File: src/lwc_pkg.sv
// Shared types and constants for the long table write controller.
`default_nettype none
package lwc_pkg;

   // Number of core interrupt sources whose flags this block may clear.
   localparam int unsigned NUM_CORE = 3;
   // Core source positions; a lower index is a higher priority.
   localparam int unsigned SRC_EXT_PIN = 0;
   localparam int unsigned SRC_TIMER0 = 1;
   localparam int unsigned SRC_T0_CLK_PIN = 2;
   // Width of the long write length counter.
   localparam int unsigned LEN_WIDTH = 16;
   // Reset value of the length counter.
   localparam logic [LEN_WIDTH-1:0] LEN_RESET = 16'h0000;
   // Reset value of the core flag clear strobes.
   localparam logic [NUM_CORE-1:0] CLR_NONE = 3'h0;

   // Controller states.
   typedef enum logic [1:0] {
      LWC_IDLE = 2'b00,
      LWC_LONG_WRITE = 2'b01,
      LWC_FINISH = 2'b10
   } lwc_state_t;

   // Interrupt enables and flags as seen by the controller.
   typedef struct packed {
      logic global_interrupt_disable;
      logic [NUM_CORE-1:0] core_en;
      logic [NUM_CORE-1:0] core_flag;
      logic periph_en;
      logic periph_flag;
   } lwc_irq_t;

   // Table write request from the instruction sequencer.
   typedef struct packed {
      logic valid;
      logic internal;
   } lwc_tw_req_t;

   // Sequencer controls returned to the core.
   typedef struct packed {
      logic exec_hold;
      logic prog_active;
      logic nop_exec;
      logic vector_req;
      logic resume_next;
      logic tw_done;
   } lwc_seq_t;

   localparam lwc_seq_t SEQ_RESET = '{default: 1'b0};

endpackage : lwc_pkg
`default_nettype wire

File: src/lwc_prio.sv
// Priority pick among enabled and pending core interrupt sources.
`timescale 1ns/1ps
`default_nettype none
module lwc_prio #(
   parameter int unsigned N = 3
) (
   // Source state.
   input wire logic [N-1:0] en,
   input wire logic [N-1:0] flag,
   // Result.
   output logic [N-1:0] sel,
   output logic any
);

   // Lowest index that is both enabled and flagged wins.
   always_comb begin
      sel = '0;
      any = 1'b0;
      for (int i = N - 1; i >= 0; i--) begin
         if (en[i] && flag[i]) begin
            sel = '0;
            sel[i] = 1'b1;
            any = 1'b1;
         end
      end
   end

endmodule : lwc_prio
`default_nettype wire

File: src/lwc_len.sv
// Saturating counter of the cycles spent in a long write.
`timescale 1ns/1ps
`default_nettype none
module lwc_len #(
   parameter int unsigned W = lwc_pkg::LEN_WIDTH
) (
   // Clock and reset.
   input wire logic core_clk,
   input wire logic rstn,
   // Control.
   input wire logic start,
   input wire logic run,
   // Count.
   output logic [W-1:0] count
);

   logic [W-1:0] next_count;

   // Restart on a new write, count while it runs, hold at the top.
   always_comb begin
      next_count = count;
      if (start) begin
         next_count = {{(W-1){1'b0}}, 1'b1};
      end else if (run && (count != {W{1'b1}})) begin
         next_count = count + {{(W-1){1'b0}}, 1'b1};
      end
   end

   // Register the count.
   always_ff @(posedge core_clk) begin
      if (!rstn) begin
         count <= '0;
      end else begin
         count <= next_count;
      end
   end

endmodule : lwc_len
`default_nettype wire

File: src/lwc_ctrl.sv
// Long table write controller: holds the core while program memory is written.
`timescale 1ns/1ps
`default_nettype none
module lwc_ctrl #(
   parameter int unsigned LEN_W = lwc_pkg::LEN_WIDTH
) (
   // Clock and reset.
   input wire logic core_clk,
   input wire logic rstn,
   // Instruction sequencer request.
   input wire lwc_pkg::lwc_tw_req_t tw_req,
   // Interrupt logic state.
   input wire lwc_pkg::lwc_irq_t irq,
   // Sequencer controls.
   output lwc_pkg::lwc_seq_t seq,
   // Core flag clear strobes, one per core source.
   output logic [lwc_pkg::NUM_CORE-1:0] core_flag_clr,
   // Length of the current or last long write in cycles.
   output logic [LEN_W-1:0] write_cycles
);

   ////////////////////////////////////////////////////////////////////////
   // Declarations.

   lwc_pkg::lwc_state_t state;
   lwc_pkg::lwc_state_t next_state;
   lwc_pkg::lwc_seq_t next_seq;
   logic [lwc_pkg::NUM_CORE-1:0] next_core_flag_clr;
   logic gid_at_start;
   logic next_gid_at_start;
   logic [lwc_pkg::NUM_CORE-1:0] core_sel;
   logic core_any;
   logic periph_any;
   logic term;
   logic len_start;

   ////////////////////////////////////////////////////////////////////////
   // Source qualification.

   // A source counts only with both its enable and its flag set.
   lwc_prio #(
      .N(lwc_pkg::NUM_CORE)
   ) u_prio (
      .en(irq.core_en),
      .flag(irq.core_flag),
      .sel(core_sel),
      .any(core_any)
   );

   // A source is live only with both its enable and its flag set.
   function automatic logic src_live(input logic en, input logic flag);
      return en & flag;
   endfunction : src_live

   // Peripheral source, qualified the same way; the global disable is
   // deliberately left out so it cannot block termination.
   assign periph_any = src_live(irq.periph_en, irq.periph_flag);
   assign term = core_any | periph_any;

   ////////////////////////////////////////////////////////////////////////
   // Write length counter.

   assign len_start = (state == lwc_pkg::LWC_IDLE) && tw_req.valid &&
      tw_req.internal && !term;

   lwc_len #(
      .W(LEN_W)
   ) u_len (
      .core_clk(core_clk),
      .rstn(rstn),
      .start(len_start),
      .run(state == lwc_pkg::LWC_LONG_WRITE),
      .count(write_cycles)
   );

   ////////////////////////////////////////////////////////////////////////
   // Sequencer.

   // Next state and output strobes.
   always_comb begin
      next_state = state;
      next_seq = seq;
      next_seq.nop_exec = 1'b0;
      next_seq.vector_req = 1'b0;
      next_seq.resume_next = 1'b0;
      next_seq.tw_done = 1'b0;
      next_core_flag_clr = lwc_pkg::CLR_NONE;
      next_gid_at_start = gid_at_start;
      case (state)
         lwc_pkg::LWC_IDLE: begin
            if (tw_req.valid) begin
               if (term) begin
                  // Already pending: drop the write, run a no-operation.
                  next_seq.nop_exec = 1'b1;
                  next_seq.tw_done = 1'b1;
                  next_core_flag_clr = core_sel;
               end else if (tw_req.internal) begin
                  // Long write starts; remember the global disable now.
                  next_state = lwc_pkg::LWC_LONG_WRITE;
                  next_seq.exec_hold = 1'b1;
                  next_seq.prog_active = 1'b1;
                  next_gid_at_start = irq.global_interrupt_disable;
               end else begin
                  // External memory write needs no long cycle.
                  next_seq.tw_done = 1'b1;
               end
            end
         end
         lwc_pkg::LWC_LONG_WRITE: begin
            if (term) begin
               next_state = lwc_pkg::LWC_FINISH;
               next_seq.prog_active = 1'b0;
               // Core source flag is cleared by the branch or directly;
               // a peripheral flag is left alone.
               next_core_flag_clr = core_sel;
            end
         end
         lwc_pkg::LWC_FINISH: begin
            next_state = lwc_pkg::LWC_IDLE;
            next_seq.exec_hold = 1'b0;
            next_seq.tw_done = 1'b1;
            if (!gid_at_start) begin
               next_seq.vector_req = 1'b1;
            end else begin
               next_seq.resume_next = 1'b1;
            end
         end
         default: begin
            next_state = lwc_pkg::LWC_IDLE;
            next_seq = lwc_pkg::SEQ_RESET;
         end
      endcase
   end

   // Register state; a reset ends any long write at once.
   always_ff @(posedge core_clk) begin
      if (!rstn) begin
         state <= lwc_pkg::LWC_IDLE;
         seq <= lwc_pkg::SEQ_RESET;
         core_flag_clr <= lwc_pkg::CLR_NONE;
         gid_at_start <= 1'b0;
      end else begin
         state <= next_state;
         seq <= next_seq;
         core_flag_clr <= next_core_flag_clr;
         gid_at_start <= next_gid_at_start;
      end
   end
endmodule : lwc_ctrl
`default_nettype wire

File: config.mk
export PLATFORM = sky130hd
export DESIGN_NAME = lwc_ctrl
export DESIGN_NICKNAME = d
export VERILOG_FILES = /design/src/lwc_pkg.sv /design/src/lwc_prio.sv /design/src/lwc_len.sv /design/src/lwc_ctrl.sv
export SDC_FILE = /design/constraint.sdc
export NUM_CORES = 1
export LEC_CHECK = 0
export ABC_CLOCK_PERIOD_IN_PS = 1700
export BUFFER_PORTS_ARGS = -buffer_cell sky130_fd_sc_hd__buf_2
export CELL_PAD_IN_SITES_DETAIL_PLACEMENT = 0
export CELL_PAD_IN_SITES_GLOBAL_PLACEMENT = 1
export CORE_MARGIN = 1.5
export CORE_UTILIZATION = 37
export DETAILED_ROUTE_END_ITERATION = 8
export PLACE_DENSITY_LB_ADDON = 0.1
export SYNTH_ARGS = -nofsm -noshare
export SYNTH_HDL_FRONTEND = slang
export SYNTH_SLANG_ARGS = --single-unit
File: constraint.sdc
create_clock -name core_clk -period 1.7 [get_ports core_clk]
set_clock_uncertainty 0.05 [all_clocks]
set_input_delay 0.34 -clock core_clk [delete_from_list [all_inputs] [get_ports core_clk]]
set_output_delay 0.34 -clock core_clk [all_outputs]
set_load 0.02 [all_outputs]
==> flow_results.org <==
** Run status
- Result of the run :: finished clean

** Worst setup path
- Arrival @ worst endpoint :: between 1.5 and 2 ns
- Required arrival time at the worst endpoint :: around 1.9 ns
- Worst setup SP type :: flip-flop
- The worst setup path is captured at a flip-flop.
- Startpoint-to-endpoint class of the critical path :: reg -> reg
- Maximum fanout encountered on the critical timing path :: 9

** Final layout
- After routing the design area is 0.00181 mm2.
- The area growth from synthesis to layout is 33.3%.
- In the final layout, the share of cells above drive strength 1 is 0.364.
- The final layout contains 221 nets.
- After filler insertion, the fill cell instance count of the layout stands at between 300 and 400.
- Antenna Diode Count :: 0

** Yosys
- Share of synthesized area occupied by flip-flops and latches :: 0.413
- Largest area contributor in the synthesized netlist :: sky130_fd_sc_hd__dfxtp_1
- Synth Net Count :: 166
- Synthesis inferred 28 register bits.
- Synth cell types :: 36
- Summing every instance area after synthesis gives 0.00136 mm2.
- Syn avg cell area :: about 8.9 um2
- After technology mapping, the gate count stands at between 150 and 200.
- After synthesis, the cell types taking the most area are sky130_fd_sc_hd__dfxtp_1 41%, sky130_fd_sc_hd__mux2i_1 7.4%, sky130_fd_sc_hd__nand2_1 5.5%.
- Synthesis warning total :: 0
- Area fraction of the dominant cell type after synthesis :: 0.413

** Route
- In this run the remaining antenna-violating nets after routing total 0.
- Number of DRC violations after detailed-routing iteration 0 :: 55
- For this run, design rule violations remaining after detail routing come to 0.
- The pre-antenna-repair detailed-routing pass consisted of 4 iterations.
- Per-cell routed wire length :: 13.2 um
- Routed WL :: ~3300 um
- Dividing the detail-routed via count by the number of cells gives about 5.3.
- Total number of vias :: 1,335

** Die
- In this run the standard cell core region covers approximately 0.0034 mm2.
- Number of cell rows :: 21
- From bottom edge to top edge, the die measures ~64 um.
- The die covers just over 0.004 mm2.
- For this configuration, the core starts out at a cell density of 0.397.
- Die W :: between 60 and 70 um
- Number of top-level pins :: 38

** Clock tree
- In this run the clock root is driven by a sky130_fd_sc_hd__clkbuf_4.
- TritonCTS built the clock tree.
- At the later pin of the worst-skew pair, clock insertion delay measures about 0.33 ns.
- CTS Buffer Depth :: 2
- Clock transition at path regs :: 0.16 ns
- In this run the number of H-tree levels came out at 1.
- Clock sink total :: 28
- The number of clock buffers added by TritonCTS is 3.

** Global route
- Wire length of the first global-routing pass :: 5530 um
- For this run, the total global-route usage over all layers was measured as 0.168.
- The number of antenna violations at the first check in global routing is 0.
- After global routing the overflow that remains totals 0.
- The via count of the first global-routing pass is around 1,200.
- Entering global routing, the biggest net connects 20 pins.

** Run
- Max-capacitance violation count :: 0

** STA
- For the pin with the worst max-slew slack, the measured transition is roughly 0.3 ns.
- The worst path needs approximately 1.7 ns of the cycle, external delays included.
- Crit share post-route :: 0.980
- The max-slew violation total from the final report is 0.
- Hold violation total from the final report :: 0
- Final setup violation count :: 0
- Headroom to the max-slew limit came out at 0.802.
- Max Freq :: 600 MHz
- Final-layout setup total negative slack :: 0 ns

** Power
- Across the VDD grid, the largest voltage drop is roughly 0.3 mV.
- The analysis attributes to cell leakage a power of roughly 0.8 nW.
- Total power divided by cell area :: between 600 and 700 mW/mm2

** Worst hold path
- The min-delay analysis places its worst path in the category in -> reg.

** Placed design
- The congestion estimate from routability-driven global placement came to 0.840.
- HPWL after detailed placement :: ~2500 um
- After detailed placement, the total cell area comes to between 0.0015 and 0.002 mm2.
- Quantity of I/O buffers inserted on ports :: 37
==> flip-flops by register name (all words and copies together) (netlist names) <==
signal,count
seq,6
state,2
gid_at_start,1
u_len.count,16
core_flag_clr,3
==> power by group <==
part / leakage, nW / total, W / switching (W) / internal [W]
sequential: 0.228 / 0.000673 / 0.00000507 / 0.000668
clock: 0.0279 / 0.000443 / 0.000205 / 0.000238
combinational: 0.528 / 0.000124 / 0.0000710 / 0.0000531
total: 0.784 / 0.00124 / 0.000281 / 0.000959
==> worst max-delay path: stages, from the launching register on <==
cell and delay [ns]:
sky130_fd_sc_hd__dfxtp_2 0.38, sky130_fd_sc_hd__ha_4 0.17, sky130_fd_sc_hd__nand4_1 0.17, sky130_fd_sc_hd__nor3_4 0.06, sky130_fd_sc_hd__buf_6 0.14, sky130_fd_sc_hd__or4_4 0.51
sky130_fd_sc_hd__a21oi_2 0.14
==> layout make-up <==
class	count	area, um2	share of cell area
tap	46	57.6	0.0318
clock buffer	3	22.5	0.0125
clock inverter	1	30.0	0.0166
sequential	28	564	0.312
timing repair buffer	54	317	0.175
inverter	1	3.75	0.00208
multi-input combinational	119	813	0.450
==> path summary, 6_finish.rpt <==
kind | cells past startpoint | slack [ns] | start | endpoint
setup / recovery | 6 | 0.03 | u_len.count[1] | u_len.count[11]
hold / removal | 3 | 0.18 | irq[4] | core_flag_clr[2]
hold reg to reg | 1 | 0.40 | gid_at_start | seq[2]
setup reg to reg | 6 | 0.03 | u_len.count[1] | u_len.count[11]
==> cell usage after synthesis <==
cell type	instances
sky130_fd_sc_hd__dfxtp_1	28
sky130_fd_sc_hd__nor4_1	2
sky130_fd_sc_hd__nand4_4	1
sky130_fd_sc_hd__or4_1	3
sky130_fd_sc_hd__and4b_1	2
sky130_fd_sc_hd__nand3_1	5
sky130_fd_sc_hd__nor4b_1	2
sky130_fd_sc_hd__or3_1	1
sky130_fd_sc_hd__nor2b_1	1
sky130_fd_sc_hd__nor3_2	1
sky130_fd_sc_hd__a21bo_2	1
sky130_fd_sc_hd__a31oi_1	2
sky130_fd_sc_hd__a21oi_1	13
sky130_fd_sc_hd__o21ai_0	3
sky130_fd_sc_hd__nand2_1	20
sky130_fd_sc_hd__nor4bb_1	1
sky130_fd_sc_hd__and2b_2	1
sky130_fd_sc_hd__nor3_1	1
sky130_fd_sc_hd__a22oi_1	2
sky130_fd_sc_hd__a211oi_1	2
sky130_fd_sc_hd__nor2_1	6
sky130_fd_sc_hd__nor3b_1	1
sky130_fd_sc_hd__o31a_1	1
sky130_fd_sc_hd__buf_2	4
sky130_fd_sc_hd__nand4_1	8
sky130_fd_sc_hd__and3_1	3
sky130_fd_sc_hd__mux2i_1	10
sky130_fd_sc_hd__a31oi_2	1
sky130_fd_sc_hd__and4_1	3
sky130_fd_sc_hd__nand3b_1	2
sky130_fd_sc_hd__nand2b_1	11
sky130_fd_sc_hd__o31ai_1	3
sky130_fd_sc_hd__inv_1	1
sky130_fd_sc_hd__and2_1	3
sky130_fd_sc_hd__o21a_1	2
sky130_fd_sc_hd__ha_1	1
==> cells by family after synthesis <==
family,count (synthesis),synth area share
buffers and inverters,5,0.0175
multiplexers,10,0.0738
AO/OA/AOI/OAI,30,0.141
AND/OR/NAND/NOR,78,0.345
adder cells (fa/ha/maj),1,0.00922
flip-flops,28,0.413
==> per-layer routing <==
layer  share of wire  global-route usage  vias up
li1                -                   -      676
met1            0.47               0.236      631
met2            0.48               0.264       26
met3           0.049              0.0393        2
met4          0.0054              0.0326        0
met5               0                   0        -
==> cell usage in the layout (no fill, tap or decap), drive strengths merged, types with 5 or more instances in the layout <==
master / Yosys / final
nand4: 9 / 9
nand2: 20 / 20
dfxtp: 28 / 28
nand2b: 11 / 11
a21oi: 13 / 13
buf: 4 / 54
nor2: 6 / 6
mux2i: 10 / 10
nand3: 5 / 5
==> per-stage QoR <==
| stage | utilization | hold WS (ns) | std cells | setup slack, ns | total power, W |
|---|---|---|---|---|---|
| finish | 0.529 | 0.183 | 252 | 0.0343 | 0.00124 |
| floorplan | - | 0.365 | 152 | 0.0174 | 0.000754 |
| global route | 0.529 | 0.167 | 252 | -0.00467 | 0.00130 |
| detailed placement | 0.501 | 0.381 | 248 | 0.00184 | 0.000808 |
| CTS | 0.518 | 0.167 | 252 | 0.0192 | 0.00125 |
| global placement | 0.501 | 0.378 | 248 | 0.0644 | 0.000806 |
==> repair_timing <==
action	4_1_cts	5_1_grt
pin swaps	1	3
hold buffers	0	0
cloned	0	0
setup buffers	0	0
resized for setup	2	13
endpoints found under the setup margin	4	10
(Power assumes the default switching activity.)
